<file path="config.mk">
export PLATFORM = sky130hd
export DESIGN_NAME = cbs_sequencer
export DESIGN_NICKNAME = d
export VERILOG_FILES = /design/src/cbs_pkg.sv /design/src/cbs_sequencer.sv
export SDC_FILE = /design/constraint.sdc
export NUM_CORES = 1
export LEC_CHECK = 0
export CAP_MARGIN = 0
export CORE_ASPECT_RATIO = 1.25
export CORE_MARGIN = 2
export CORE_UTILIZATION = 59
export CTS_BUF_LIST = sky130_fd_sc_hd__clkbuf_4 sky130_fd_sc_hd__clkbuf_8
export CTS_CLUSTER_DIAMETER = 50
export CTS_CLUSTER_SIZE = 24
export DETAILED_ROUTE_END_ITERATION = 10
export DONT_BUFFER_PORTS = 1
export PLACE_DENSITY_LB_ADDON = 0.1
export SLEW_MARGIN = 20
export SYNTH_ARGS = -nofsm -noshare
export SYNTH_HDL_FRONTEND = slang
export SYNTH_SLANG_ARGS = --single-unit
</file>
<file path="constraint.sdc">
create_clock -name mclk_i -period 2 [get_ports mclk_i]
set_input_delay 0.4 -clock mclk_i [delete_from_list [all_inputs] [get_ports mclk_i]]
set_output_delay 0.4 -clock mclk_i [all_outputs]
set_load 0.02 [all_outputs]
</file>
<file path="src/cbs_pkg.sv">
// Shared constants and types for the bus cycle sequencer
package cbs_pkg;

    // Machine cycle kinds presented on the command port
    localparam logic [2:0] CBS_KIND_FETCH       = 3'h0;  // Opcode fetch
    localparam logic [2:0] CBS_KIND_MEM_READ    = 3'h1;  // Memory read
    localparam logic [2:0] CBS_KIND_MEM_WRITE   = 3'h2;  // Memory write
    localparam logic [2:0] CBS_KIND_STACK_READ  = 3'h3;  // Stack read
    localparam logic [2:0] CBS_KIND_STACK_WRITE = 3'h4;  // Stack write
    localparam logic [2:0] CBS_KIND_INPUT       = 3'h5;  // I/O input
    localparam logic [2:0] CBS_KIND_OUTPUT      = 3'h6;  // I/O output
    localparam logic [2:0] CBS_KIND_IRQ_ACK     = 3'h7;  // Interrupt acknowledge (internal)

    // Status byte bit positions
    localparam int CBS_ST_IRQ_ACK   = 0;  // Interrupt acknowledge
    localparam int CBS_ST_WRITE_N   = 1;  // Low for write or output
    localparam int CBS_ST_STACK     = 2;  // Stack address on bus
    localparam int CBS_ST_HALT_ACK  = 3;  // Halt acknowledge
    localparam int CBS_ST_OUT       = 4;  // Output device address
    localparam int CBS_ST_FETCH     = 5;  // Opcode fetch
    localparam int CBS_ST_INP       = 6;  // Input device address
    localparam int CBS_ST_MEM_READ  = 7;  // Memory read data

    // Restart opcode pattern and vector layout
    localparam logic [7:0] CBS_RST_MASK   = 8'hc7;  // Fixed bits of restart opcode
    localparam logic [7:0] CBS_RST_MATCH  = 8'hc7;  // Value of the fixed bits
    localparam int         CBS_RST_FIELD_LSB = 3;   // Low bit of the target field
    localparam int         CBS_RST_FIELD_W   = 3;   // Width of the target field

    // Internal state count limits
    localparam logic [1:0] CBS_EXT_NONE = 2'h0;  // No internal states
    localparam logic [1:0] CBS_EXT_ONE  = 2'h1;  // State four only

    // Reset values
    localparam logic [15:0] CBS_ADDR_RST = 16'h0000;  // Address bus after reset
    localparam logic [7:0]  CBS_DATA_RST = 8'h00;     // Data bus after reset

    // Sequencer states, one-hot
    typedef enum logic [6:0] {
        CBS_IDLE  = 7'b000_0001,
        CBS_ONE   = 7'b000_0010,
        CBS_TWO   = 7'b000_0100,
        CBS_WAIT  = 7'b000_1000,
        CBS_THREE = 7'b001_0000,
        CBS_FOUR  = 7'b010_0000,
        CBS_FIVE  = 7'b100_0000
    } cbs_state_t;

endpackage

</file>
<file path="src/cbs_sequencer.sv">
// Machine-cycle sequencer and external bus interface
//
// Behaviour
// State three: fetch takes instruction, reads take data
// Input cycle releases data lines in state two
// Data-in strobe only in read-type cycles
// Data-in strobe spans state two to three
// Output byte driven from state two onward
// Output cycle waits for ready, data held
// Write strobe only in write-type cycles
// Write strobe low after two, high after three
// Three basic states plus any wait states
// Cycle ends at three, four or five
// State one drives address and status byte
// State two samples ready, hold and halt
// Ready low or halt enters wait state
// States four, five internal only, skippable
// Peripheral raises interrupt request asynchronously
// Synchronised request latched in instruction's last state
// Acknowledge cycle status has fetch and ack
// Acknowledge cycle address is unincremented counter
// External logic jams instruction during state three
// Restart vector is eight times field
// Wait output raised on entering wait state
// Cycle sync high during state one
// Interrupt latch cleared at acknowledge start
`timescale 1ns/100ps
`default_nettype none

module cbs_sequencer
    import cbs_pkg::*;
(
    input  wire logic        mclk_i,             // System clock, 125 MHz
    input  wire logic        nrst_i,             // Synchronous reset, active low
    input  wire logic        cmd_valid_i,        // Next machine cycle offered
    input  wire logic [2:0]  cmd_kind_i,         // Kind of the offered cycle
    input  wire logic [15:0] cmd_addr_i,         // Address or device number
    input  wire logic [7:0]  cmd_wdata_i,        // Byte to write or output
    input  wire logic [1:0]  cmd_int_states_i,   // Internal states after three (0..2)
    input  wire logic        cmd_last_i,         // Cycle is the instruction's last
    input  wire logic        halt_i,             // Halt instruction executed
    input  wire logic        irq_enable_set_i,   // Enable interrupts
    input  wire logic        irq_enable_clr_i,   // Disable interrupts
    input  wire logic        ready_i,            // Ready pin, asynchronous
    input  wire logic        hold_i,             // Hold pin, asynchronous
    input  wire logic        irq_i,              // Interrupt request pin, asynchronous
    input  wire logic [7:0]  data_i,             // Data bus input
    output logic             cmd_ready_o,        // Offered cycle is taken this edge
    output logic             cycle_done_o,       // Pulse: state three finished
    output logic [7:0]       rdata_o,            // Byte taken in state three
    output logic             fetch_done_o,       // Pulse: rdata_o is an instruction
    output logic             ack_cycle_o,        // Current cycle is an acknowledge
    output logic             rst_valid_o,        // Pulse: restart jammed
    output logic [15:0]      rst_vector_o,       // Restart target address
    output logic             hold_sampled_o,     // Hold level seen in state two
    output logic [15:0]      addr_o,             // Address bus
    output logic [7:0]       data_o,             // Data bus output
    output logic             data_oe_n_o,        // Data bus enable, low drives
    output logic             sync_o,             // Cycle sync
    output logic             data_in_strobe_o,   // Data-in strobe
    output logic             wr_n_o,             // Write strobe, active low
    output logic             wait_state_o,       // Wait acknowledge
    output logic             irq_enable_out_o    // Interrupt enable flag
);

    // State of the sequencer except the captured write byte
    typedef struct packed {
        cbs_state_t  state;      // Current machine state
        logic [2:0]  kind;       // Kind of running cycle
        logic [1:0]  ext;        // Internal states requested
        logic        last;       // Running cycle ends the instruction
        logic        ready_s1;   // Ready synchroniser stage one
        logic        ready_s2;   // Ready synchroniser stage two
        logic        hold_s1;    // Hold synchroniser stage one
        logic        hold_s2;    // Hold synchroniser stage two
        logic        irq_s1;     // Request synchroniser stage one
        logic        irq_s2;     // Request synchroniser stage two
        logic        irq_latch;  // Accepted interrupt pending
        logic        irq_enable_out;       // Interrupt enable
        logic        cmd_ready;  // Command port ready
        logic        done;       // State three finished
        logic [7:0]  rdata;      // Byte taken in state three
        logic        fetch_done; // Instruction byte taken
        logic        ack;        // Acknowledge cycle running
        logic        rst_valid;  // Restart decoded
        logic [15:0] rst_vector; // Restart target
        logic        hold_seen;  // Hold sampled in state two
        logic [15:0] addr;       // Address bus
        logic [7:0]  dout;       // Data bus output
        logic        doe_n;      // Data bus enable, low drives
        logic        sync;       // Cycle sync
        logic        data_in_strobe;       // Data-in strobe
        logic        wr_n;       // Write strobe
        logic        wait_st;    // Wait acknowledge
    } cbs_regs_t;

    cbs_regs_t r;       // Registered state
    cbs_regs_t next_r;  // Next state

    // Read-type kinds that use the data-in strobe
    function automatic logic is_read(input logic [2:0] k);
        is_read = (k == CBS_KIND_FETCH) || (k == CBS_KIND_MEM_READ) ||
                  (k == CBS_KIND_STACK_READ) || (k == CBS_KIND_IRQ_ACK);
    endfunction

    // Write-type kinds that use the write strobe
    function automatic logic is_write(input logic [2:0] k);
        is_write = (k == CBS_KIND_MEM_WRITE) || (k == CBS_KIND_STACK_WRITE) ||
                   (k == CBS_KIND_OUTPUT);
    endfunction

    // True in the state after which the cycle ends
    function automatic logic is_final(input cbs_state_t s, input logic [1:0] e);
        is_final = ((s == CBS_THREE) && (e == CBS_EXT_NONE)) ||
                   ((s == CBS_FOUR) && (e == CBS_EXT_ONE)) ||
                   (s == CBS_FIVE);
    endfunction

    // Status byte for a cycle kind
    function automatic logic [7:0] status_byte(input logic [2:0] k);
        logic [7:0] s;
        s = CBS_DATA_RST;
        s[CBS_ST_WRITE_N] = !is_write(k);
        s[CBS_ST_FETCH]   = (k == CBS_KIND_FETCH) || (k == CBS_KIND_IRQ_ACK);
        s[CBS_ST_IRQ_ACK] = (k == CBS_KIND_IRQ_ACK);
        s[CBS_ST_STACK]   = (k == CBS_KIND_STACK_READ) || (k == CBS_KIND_STACK_WRITE);
        s[CBS_ST_OUT]     = (k == CBS_KIND_OUTPUT);
        s[CBS_ST_INP]     = (k == CBS_KIND_INPUT);
        s[CBS_ST_MEM_READ] = (k == CBS_KIND_FETCH) || (k == CBS_KIND_MEM_READ) ||
                             (k == CBS_KIND_STACK_READ);
        status_byte = s;
    endfunction

    // Write byte kept from the command until state two puts it out
    logic [7:0] cmd_wdata_q;  // Captured write byte

    // Next-state logic
    always_comb begin
        logic       start;   // A new cycle begins at this edge
        logic       leave;   // Current cycle ends at this edge
        logic [2:0] kind_n;  // Kind of the cycle being started
        start  = 1'b0;
        leave  = 1'b0;
        kind_n = cmd_kind_i;
        next_r = r;

        // Pin synchronisers, second stage read only by the logic below
        next_r.ready_s1 = ready_i;
        next_r.ready_s2 = r.ready_s1;
        next_r.hold_s1  = hold_i;
        next_r.hold_s2  = r.hold_s1;
        next_r.irq_s1   = irq_i;
        next_r.irq_s2   = r.irq_s1;

        // One-cycle pulses default low
        next_r.done       = 1'b0;
        next_r.fetch_done = 1'b0;
        next_r.rst_valid  = 1'b0;
        next_r.sync       = 1'b0;
        next_r.wait_st    = 1'b0;

        // Interrupt enable control, set wins over clear
        if (irq_enable_clr_i) begin
            next_r.irq_enable_out = 1'b0;
        end
        if (irq_enable_set_i) begin
            next_r.irq_enable_out = 1'b1;
        end

        unique case (r.state)
            // Nothing offered yet
            CBS_IDLE: begin
                start = cmd_valid_i;
            end

            // Address and status out, always followed by state two
            CBS_ONE: begin
                next_r.state = CBS_TWO;
                if (is_read(r.kind)) begin
                    next_r.doe_n = 1'b1;
                    next_r.data_in_strobe  = 1'b1;
                end else if (is_write(r.kind)) begin
                    next_r.dout  = cmd_wdata_q;
                    next_r.doe_n = 1'b0;
                end else begin
                    next_r.doe_n = 1'b1;
                end
            end

            // Sample ready, hold and halt; wait or proceed
            CBS_TWO: begin
                next_r.hold_seen = r.hold_s2;
                if (!r.ready_s2 || halt_i) begin
                    next_r.state   = CBS_WAIT;
                    next_r.wait_st = 1'b1;
                end else begin
                    next_r.state = CBS_THREE;
                end
                if (is_write(r.kind)) begin
                    next_r.wr_n = 1'b0;
                end
            end

            // Idle until ready returns and halt is gone
            CBS_WAIT: begin
                if (r.ready_s2 && !halt_i) begin
                    next_r.state = CBS_THREE;
                end else begin
                    next_r.wait_st = 1'b1;
                end
            end

            // Data transfer, byte taken at the end of the state
            CBS_THREE: begin
                next_r.done = 1'b1;
                next_r.data_in_strobe = 1'b0;
                next_r.wr_n = 1'b1;
                // Input cycles take the device's byte as well
                if (is_read(r.kind) || (r.kind == CBS_KIND_INPUT)) begin
                    next_r.rdata      = data_i;
                    next_r.fetch_done = (r.kind == CBS_KIND_FETCH) ||
                                        (r.kind == CBS_KIND_IRQ_ACK);
                end

                if ((r.kind == CBS_KIND_IRQ_ACK) &&
                    ((data_i & CBS_RST_MASK) == CBS_RST_MATCH)) begin
                    next_r.rst_valid  = 1'b1;
                    next_r.rst_vector = rst_target(data_i);
                end

                if (r.ext == CBS_EXT_NONE) begin
                    leave = 1'b1;
                end else begin
                    next_r.state = CBS_FOUR;
                end
            end

            // Internal state, bus left untouched
            CBS_FOUR: begin
                if (r.ext == CBS_EXT_ONE) begin
                    leave = 1'b1;
                end else begin
                    next_r.state = CBS_FIVE;
                end
            end

            // Last internal state
            CBS_FIVE: begin
                leave = 1'b1;
            end

            // Illegal code: recover to idle
            default: begin
                next_r.state = CBS_IDLE;
            end
        endcase

        // Latch an enabled request in the instruction's last state
        if (leave && r.last && r.irq_s2 && r.irq_enable_out) begin
            next_r.irq_latch = 1'b1;
        end

        // Straight into state one of the next cycle when one is offered
        if (leave) begin
            start = cmd_valid_i;

            if (!cmd_valid_i) begin
                next_r.state = CBS_IDLE;
            end
        end

        // Launch a cycle; a pending interrupt replaces the fetch
        if (start) begin
            if (r.irq_latch && (cmd_kind_i == CBS_KIND_FETCH)) begin
                kind_n           = CBS_KIND_IRQ_ACK;
                next_r.irq_latch = 1'b0;
                next_r.irq_enable_out      = irq_enable_set_i;
            end

            next_r.state = CBS_ONE;
            next_r.kind  = kind_n;
            next_r.ext   = (kind_n == CBS_KIND_IRQ_ACK) ? CBS_EXT_NONE : cmd_int_states_i;
            next_r.last  = cmd_last_i;
            next_r.ack   = (kind_n == CBS_KIND_IRQ_ACK);
            next_r.addr  = cmd_addr_i;
            next_r.dout  = status_byte(kind_n);
            next_r.doe_n = 1'b0;
            next_r.sync  = 1'b1;
            next_r.data_in_strobe  = 1'b0;
            next_r.wr_n  = 1'b1;
        end

        // Ready for a command whenever the next state ends a cycle
        next_r.cmd_ready = (next_r.state == CBS_IDLE) ||
                           is_final(next_r.state, next_r.ext);
    end

    // Capture the write byte when a cycle is launched
    always_ff @(posedge mclk_i) begin
        if (!nrst_i) begin
            cmd_wdata_q <= CBS_DATA_RST;
        end else if (cmd_valid_i && r.cmd_ready) begin
            cmd_wdata_q <= cmd_wdata_i;
        end
    end

    // Restart target: the three-bit field times eight
    function automatic logic [15:0] rst_target(input logic [7:0] op);
        rst_target = {10'h000, op[CBS_RST_FIELD_LSB +: CBS_RST_FIELD_W], 3'h0};
    endfunction

    // State register
    always_ff @(posedge mclk_i) begin
        if (!nrst_i) begin
            r            <= '0;
            r.state      <= CBS_IDLE;
            r.kind       <= CBS_KIND_FETCH;
            r.cmd_ready  <= 1'b1;
            r.addr       <= CBS_ADDR_RST;
            r.dout       <= CBS_DATA_RST;
            r.doe_n      <= 1'b1;
            r.wr_n       <= 1'b1;
            r.rdata      <= CBS_DATA_RST;
            r.rst_vector <= CBS_ADDR_RST;
        end else begin
            r <= next_r;
        end
    end

    // Outputs straight from the state register
    assign cmd_ready_o      = r.cmd_ready;
    assign cycle_done_o     = r.done;
    assign rdata_o          = r.rdata;
    assign fetch_done_o     = r.fetch_done;
    assign ack_cycle_o      = r.ack;
    assign rst_valid_o      = r.rst_valid;
    assign rst_vector_o     = r.rst_vector;
    assign hold_sampled_o   = r.hold_seen;
    assign addr_o           = r.addr;
    assign data_o           = r.dout;
    assign data_oe_n_o      = r.doe_n;
    assign sync_o           = r.sync;
    assign data_in_strobe_o = r.data_in_strobe;
    assign wr_n_o           = r.wr_n;
    assign wait_state_o     = r.wait_st;
    assign irq_enable_out_o = r.irq_enable_out;

endmodule

`default_nettype wire

</file>
* Word-level counts from Yosys, hierarchy flattened
Cells that the tools add are included.
Operators by class: reductions and logical operators 48, equality and inequality tests 31, bitwise logic cells 2, muxes and demuxes 37
Operators with widths (number):
- case mux 7 bit (6 select lines) | 1
- two-way mux 7 bit | 5
- equality test 3 bit (second input constant) | 8
- two-way mux 9 bit | 2
- logical OR 1 bit | 17
- two-way mux 17 bit | 1
- two-way mux 8 bit | 2
- equality test 7 x 1 -> 1 bit (second input constant) | 2
- equality test 7 x 5 -> 1 bit (second input constant) | 2
- equality test 7 x 6 -> 1 bit (second input constant) | 2
- equality test 7 bit (second input constant) | 2
- two-way mux 1 bit | 13
- two-way mux 13 bit | 1
- equality test 3 x 2 -> 1 bit (second input constant) | 4
- two-way mux 12 bit | 1
- two-way mux 10 bit | 1
- AND reduction 2 bit | 5
- logical AND 1 bit | 9
- zero test 3 bit | 3
- AND reduction 3 bit | 3
- nonzero test 2 bit | 4
- equality test 7 x 2 -> 1 bit (second input constant) | 1
- equality test 7 x 3 -> 1 bit (second input constant) | 1
- equality test 7 x 4 -> 1 bit (second input constant) | 1
- 14 further kinds | 27
Word-level totals: output and inout port bits 60, word-level logic and storage cells 147, input port bits 47, register bits 75

* Longest topological paths before layout
Gate-level depths: netlist (run 1).
word-level depth 13, gate-level depth with buffers 7

* Least setup slack after synthesis (run 1)
OpenSTA, ideal clock, no wires.
path type register to register, from register r[76] (netlist name), to register r, in the netlist cmd_ready_o, path slack 94 ps, period minus slack after synthesis 1906 ps, data required time 1875 ps, stages on the path, launching flop included 8, path buffers 2, arrival time 1781 ps, cells stage by stage dfxtp_1 > buf_2 > or4_4 > a2111oi_4 > o21ai_2 > buf_2 > a21oi_1 > a21oi_1
On the way: longest elaborated chain between the ends 11
Ends and longest elaborated chain:
- from (decl) | line cbs_sequencer.sv:97 | cbs_regs_t r;
- from (signal assigned) | line cbs_sequencer.sv:326 | r <= next_r;
- equality test 7 bit or equality test 7 x 1 -> 1 bit (tied branches) | line cbs_sequencer.sv:170 | unique case (r.state)
- OR reduction 2 bit (no line)
- case mux 7 bit (6 select lines) | line cbs_sequencer.sv:170
- two-way mux 7 bit | line cbs_sequencer.sv:267 | if (!cmd_valid_i) begin
- two-way mux 7 bit | line cbs_sequencer.sv:264 | if (leave) begin
- two-way mux 13 bit * | line cbs_sequencer.sv:273 | if (start) begin
- equality test 7 x 5 -> 1 bit or equality test 7 x 6 -> 1 bit (tied branches) | line cbs_sequencer.sv:114, cbs_sequencer.sv:115
- logical AND 1 bit, on equally long branches | line cbs_sequencer.sv:114, cbs_sequencer.sv:115
- logical OR 1 bit | line cbs_sequencer.sv:114 | is_final = ((s == CBS_THREE) && (e == CBS_EXT_NONE)) ||
- logical OR 1 bit | line cbs_sequencer.sv:115 | ((s == CBS_FOUR) && (e == CBS_EXT_ONE)) ||
- logical OR 1 bit * | line cbs_sequencer.sv:294 | next_r.cmd_ready = (next_r.state == CBS_IDLE) ||
Mark *: on every way between the ends. The rest lies on a longest branch, timed or not. A chain may end at the register's enable or synchronous reset.

* Worst setup path in the final report (run 1)
from register r[77] (netlist name), to register r[71] (netlist name)
On the way: longest elaborated chain between the ends 3
Ends and longest elaborated chain (line):
- equality test 7 bit (tied with other cells) | cbs_sequencer.sv:170
- case mux 1 bit (3 select lines) or two-way mux 1 bit (tied branches) | cbs_sequencer.sv:170
- two-way mux 1 bit * | cbs_sequencer.sv:264
Marks and branches as above.

==> results of run 1 <==
-- registers in the layout, indices dropped and copies added, names as in the netlist --
signal,cells
ack_cycle_o,1
cmd_wdata_q,8
irq_enable_out_o,1
rdata_o,8
rst_vector_o,3
wait_state_o,1
cycle_done_o,1
wr_n_o,1
data_oe_n_o,1
fetch_done_o,1
next_r,3
addr_o,16
r,17
sync_o,1
hold_sampled_o,1
rst_valid_o,1
data_in_strobe_o,1
cmd_ready_o,1
data_o,8
-- worst max-delay path by stage --
stage	from	endpoint	slack, ns	cells after the start
after floorplan	r[76]	cmd_ready_o	0.09	7
final	r[77]	r[71]	0.06	7
after global routing	r[75]	data_o[5]	-0.01	7
after CTS	r[78]	addr_o[15]	0.006	7
after detailed placement	r[78]	addr_o[15]	0.03	7
after global placement	r[75]	addr_o[1]	0.13	7
-- timing repair --
| item | in CTS | in global routing |
|---|---|---|
| endpoints found under the setup margin | 0 | 29 |
| setup buffers | 0 | 6 |
| gates resized for setup | 0 | 5 |
-- synthesized netlist by cell type, types with 3 or more instances --
cell type | instances | area, um^2
dfxtp_1 | 75 | 1501
nand2_1 | 63 | 236.5
buf_4 | 50 | 375.4
a21oi_1 | 43 | 215.2
nor2_1 | 25 | 93.84
nand3_1 | 24 | 120.1
clkbuf_1 | 14 | 52.55
nor3_1 | 13 | 65.06
mux2i_1 | 9 | 90.09
o21ai_0 | 8 | 40.04
a211oi_2 | 6 | 75.07
and2_1 | 6 | 37.54
inv_1 | 5 | 18.77
and3_1 | 4 | 25.02
buf_2 | 4 | 20.02
nand2b_1 | 4 | 25.02
nor4_1 | 4 | 25.02
a31oi_1 | 3 | 18.77
nand4_1 | 3 | 18.77
-- worst max-delay path: cells and delay by family (launching register included) --
family	cells	cell delay, ns
AO/OA/AOI/OAI	2	0.38
buffers and inverters	2	0.31
flip-flops	1	0.34
AND/OR/NAND/NOR	3	0.82
-- metal layers --
layer / up-vias / track usage (%)
met3: 10 / 8.884
li1: 1258 / -
met1: 1133 / 24.49
met4: 0 / 9.091
met2: 94 / 38.22
met5: - / 0
-- power by group through the flow --
stage / sequential [mW] / clock (mW) / combinational (mW)
4_1_cts: 1.70 / 1.28 / 0.399
5_1_grt: 1.71 / 1.36 / 0.470
2_1_floorplan: 1.66 / 0 / 0.438
3_5_place_dp: 1.73 / 0 / 0.397
6_report: 1.70 / 1.26 / 0.422
3_3_place_gp: 1.73 / 0 / 0.388
-- cell families (layout without fill, tap and decap cells) --
family	count (synthesis)	count (layout)	synth area share, %
simple gates	159	159	22.59
buf+inv	78	53	14.85
compound gates	75	75	14.82
flops	75	75	44.44
mux	9	9	2.667
xor+xnor	2	2	0.5186
other cells	1	13	0.1110
-- metrics by stage --
stage,utilization (%),setup WS [ns]
final,64.09,0.06281
after global routing,64.09,-0.01028
after CTS,62.85,0.006059
after detailed placement,58.90,0.03217
after global placement,58.90,0.1322
after floorplan,-,0.09382
-- area by class of cell --
| type | instances | area (um^2) |
|---|---|---|
| clock inverter | 5 | 77.57 |
| timing repair buffer | 32 | 252.7 |
| multi-input combinational | 258 | 1441 |
| clock buffer | 11 | 138.9 |
| tap | 64 | 80.08 |
| fill | 484 | 1968 |
| sequential | 75 | 1503 |
| inverter | 5 | 18.77 |
==> impl_metrics.py, run 1 <==
metrics = {
    "worst_hold_path": {
        "hold_path_class": "in2reg",
        "hold_start": "nrst_i",
        "hold_end": "wr_n_o",
        "whs_path_depth": 1,
    },
    "setup_path": {
        "crit_arrival_ns": 2.19,
        "cp_max_fo": 9,
        "slowest_delay_ns": 0.42,
        "rr_endpoint": "r[71]",
        "crit_slowest_cell": "or3_4",
        "cpMostUsedCell": "buf_4",
        "start_kind": "register",
        "crit_path_cell_trace": "or3_4 > nor4_4 > buf_4 > o21a_4 > buf_4 > nor2_1 > a211oi_2",
        "r2r_setup_slack_ns": 0.06,
        "path_class": "reg2reg",
        "cp-end-kind": "register",
        "reg2reg_depth": 7,
        "r2r-start": "r[77]",
        "required_ns": 2.26,
    },
    "finish": {
        "syn_to_final_growth_pct": 3.963,
        "stdcell_count": 450,
        "drive_gt1_share_pct": 17.36,
        "design_area_um2": 3512,
        "final_cell_mix": "dfxtp_1 (74), nand2_1 (63), a21oi_1 (43), buf_4 (31), nor2_1 (25)",
        "diodes": 0,
        "final_common_cell": "dfxtp_1",
        "final_nets": 428,
    },
    "logic_synthesis": {
        "synth_area_per_cell_um2": 8.467,
        "yosysSeqAreaShare_pct": 44.44,
        "yosysWarnings": 0,
        "synth_area_um2": 3378,
        "synthArstFlopShare_pct": 0,
        "syn_inst": 399,
        "ys.flop_type": "dfxtp_1",
        "synth_seq_cells": 75,
        "synth.distinct_cells": 48,
        "synth_edf_count": 0,
    },
    "clock_network": {
        "insertion_delay_ns": 0.35,
        "numClockSinks": 75,
        "numCtsBuffers": 9,
        "cts_buffer_depth": 2,
        "cts_root_buf": "clkbuf_8",
        "tritoncts": "done",
        "path_clk_slew_ns": 0.08,
        "htreeDepth": 3,
        "holdBufCountCts": 0,
    },
    "floorplan": {
        "row_count": 30,
        "dieArea_um2": 6351,
        "coreArea_um2": 5480,
        "io_pins": 107,
        "die_w_um": 71.68,
        "start_util_pct": 61.64,
        "die_y_um": 88.60,
    },
    "sta": {
        "slew-limit-headroom_pct": 64.33,
        "fin_hold_ws_ns": 0.1333,
        "period_needed_ns": 1.937,
        "timing.final.crit_share_pct": 96.86,
        "fin_setup_tns_ns": 0,
        "max_freq_mhz": 516.2,
        "hold_viol": 0,
        "slew_violations": 0,
        "fin_worst_skew_ns": 0.01093,
        "worst_slew_pin_slew_ns": 0.5343,
        "setup-violations-final": 0,
    },
    "power_and_ir_drop": {
        "sw_frac_of_total_pct": 26.52,
        "power.density_nw_per_um2": 960.8,
        "p_clk_share_pct": 37.3,
        "p_leak_nw": 1.363,
        "seqPwrFrac_pct": 50.2,
        "irDropWorstVdd_v": 0.0006272,
        "p_switching_uw": 894.8,
        "power_mw": 3.375,
        "pwr-share-comb_pct": 12.5,
        "intPower_mw": 2.480,
    },
    "job": {
        "maxCapViolCount": 0,
    },
    "global_route": {
        "overflow": 0,
        "gr-usage-all-layers_pct": 22.23,
        "antenna_found_initial": 0,
        "grt_pass1_vias": 2327,
        "grt_max_degree": 30,
        "grt_pass1_wl_mm": 10.87,
    },
    "detailed_routing": {
        "drt-total-wl_mm": 6.970,
        "dr.pass1.iters": 4,
        "topRoutingLayerUsed": "met4",
        "dr_wl_met3_um": 683,
        "drc": 0,
        "wire_per_inst_um": 15.49,
        "ant_nets": 0,
        "drt_iter0_drc": 116,
        "routed_via_density": 5.544,
        "num_vias": 2495,
        "drt-met1-wl_mm": 2.660,
        "wl_met2_mm": 3.558,
    },
    "place": {
        "dp.cells": 428,
        "portBuffers": 0,
        "gp_congestion": 0.8212,
        "place_area_um2": 3228,
        "dp_hpwl_mm": 5.058,
    },
    "outcome": {
        "outcome": "completed",
    },
}
Power figures use the tool's default switching activity.
==> run 2, diff against run 1 <==
CORE_UTILIZATION = 48   (was 59)
==> run 2 against run 1 <==
- the run now ends with setup timing left
- sequential cell count unchanged
- sequential share of layout area down 0.63 points
- sequential power hardly changed
- total power is 5.2% lower
- fmax down 3.5%
- clock skew grew 0.0010 ns
- via count up 2.5%
- critical path depth unchanged
- die area up 22%
- final area grew 1.6%
==> impl_metrics.py, run 2 (synthesized netlist as in run 1, its figures left out) <==
metrics = {
    "clock_network": {
        "path_clk_slew_ns": 0.08,
        "numCtsBuffers": 9,
        "htreeDepth": 3,
        "cts_buffer_depth": 2,
        "holdBufCountCts": 0,
        "insertion_delay_ns": 0.36,
        "numClockSinks": 75,
        "tritoncts": "done",
        "cts_root_buf": "clkbuf_8",
    },
    "setup_path": {
        "path_class": "reg2reg",
        "r2r-start": "r[78]",
        "reg2reg_depth": 7,
        "critPathCapture": "addr_o[5]",
        "rr_endpoint": "addr_o[5]",
        "start_kind": "register",
        "r2r_setup_slack_ns": -0.008,
        "startpoint": "r[78]",
        "cp_max_fo": 8,
        "cp-end-kind": "register",
        "crit_arrival_ns": 2.29,
        "required_ns": 2.28,
    },
    "outcome": {
        "outcome": "finished with violations",
        "violations": "setup timing",
    },
    "finish": {
        "multi_input_area_um2": 1461,
        "drive_gt1_share_pct": 19.17,
        "final_common_cell": "dfxtp_1",
        "design_area_um2": 3567,
        "final_nets": 428,
        "largest_reg_flops": 17,
        "utilization_pct": 51.76,
        "diodes": 0,
        "seq_area_um2": 1504,
        "largest_register": "r",
        "fillCellCount": 675,
        "final_cell_mix": "dfxtp_1 (73), nand2_1 (59), a21oi_1 (39), buf_4 (26), nor2_1 (25)",
        "syn_to_final_growth_pct": 5.593,
    },
    "sta": {
        "hold_viol": 0,
        "max_freq_mhz": 498.1,
        "worst_slew_pin_slew_ns": 0.6786,
        "grt_setup_unrepaired": "true",
        "slew_violations": 0,
        "fin_ws_ns": -0.007557,
        "setup-violations-final": 2,
        "slew-limit-headroom_pct": 54.70,
        "period_needed_ns": 2.008,
        "timing.final.crit_share_pct": 100.4,
        "fin_worst_skew_ns": 0.01193,
    },
    "power_and_ir_drop": {
        "power.density_nw_per_um2": 896.4,
        "p_leak_nw": 1.359,
        "irDropWorstVdd_v": 0.0004046,
    },
    "floorplan": {
        "coreArea_um2": 6892,
        "dieArea_um2": 7729,
        "row_count": 34,
        "die_w_um": 79.04,
        "die_y_um": 97.80,
        "io_pins": 107,
        "start_util_pct": 49.02,
    },
    "global_route": {
        "gr-usage-all-layers_pct": 19.45,
        "grt_pass1_vias": 2469,
        "grt_pass1_wl_mm": 11.77,
        "antenna_found_initial": 0,
        "grt_max_degree": 33,
        "overflow": 0,
    },
    "place": {
        "place_area_um2": 3278,
        "portBuffers": 0,
        "place_ws_ns": 0.04146,
        "gp_congestion": 0.8745,
        "dp_hpwl_mm": 5.355,
    },
    "worst_hold_path": {
        "hold_path_class": "in2reg",
    },
    "job": {
        "maxCapViolCount": 0,
    },
    "detailed_routing": {
        "ant_nets": 0,
        "drt-total-wl_mm": 7.664,
        "routed_via_density": 5.372,
        "num_vias": 2557,
        "dr.pass1.iters": 4,
        "wire_per_inst_um": 16.10,
        "drc": 0,
        "drt_iter0_drc": 109,
    },
}
-- run 2: cell types whose count changed in the layout (fill, tap and decap cells not counted), moves of 2 or more --
cell	delta
a21oi_2	+4
nand2_1	-4
clkbuf_4	-2
nand2_2	+3
bufinv_16	-2
a21oi_1	-4
buf_4	-5
clkinvlp_4	+2
buf_12	+2
-- run 2: layout make-up --
type | count | share of cell area, %
clock buffers | 10 | 3.858
clock inverters | 6 | 1.157
inverters | 5 | 0.5261
multi-input cells | 259 | 40.97
flip-flops and latches | 75 | 42.16
well taps | 90 | 3.157
repair buffers | 31 | 8.173
-- run 2: where the power goes --
| group | internal (mW) | total (mW) | switching, mW |
|---|---|---|---|
| sequential | 1.58 | 1.70 | 0.120 |
| clock | 0.481 | 1.05 | 0.568 |
| combinational | 0.190 | 0.452 | 0.262 |
-- run 2: worst min-delay path by stage --
stage          startpoint     end  slack (ns)  depth (start not counted)
2_1_floorplan  next_r[61]   r[61]        0.41                          1
3_3_place_gp   next_r[65]   r[65]        0.41                          1
3_5_place_dp   next_r[61]   r[61]        0.42                          1
4_1_cts            nrst_i  wr_n_o        0.11                          1
5_1_grt            nrst_i  wr_n_o        0.11                          1
6_report           nrst_i  wr_n_o        0.12                          1
-- run 2: stage by stage --
step	cells	TNS (ns)	hold WS (ns)	total power, mW
after floorplan	411	0	0.4118	2.100
after global placement	453	0	0.4148	2.130
after detailed placement	453	0	0.4205	2.141
after CTS	469	0	0.1118	3.185
after global routing	476	-1.433	0.1111	3.343
final	476	-0.01288	0.1236	3.197
-- run 2: metal layers --
metal	vias up	GRT usage, %	share of wire [%]	routed length [um]
met5	-	0	0	0
met4	0	7.825	1.9	144
met3	10	6.654	8.1	621
met2	87	31.29	47	3614
met1	1196	23.76	43	3283
li1	1264	-	-	-
-- run 2: worst max-delay path: stages (launching register included) --
cell,delay (ns)
dfxtp_2,0.34
or3b_4,0.41
a2111oi_4,0.40
buf_4,0.20
o21a_4,0.22
clkbuf_16,0.18
nand2_2,0.06
a21oi_2,0.12
-- run 2: what timing repair did --
| item | in CTS | in global routing |
|---|---|---|
| setup endpoints to repair | 0 | 23 |
| setup buffers | 0 | 5 |
| gates resized for setup | 0 | 14 |
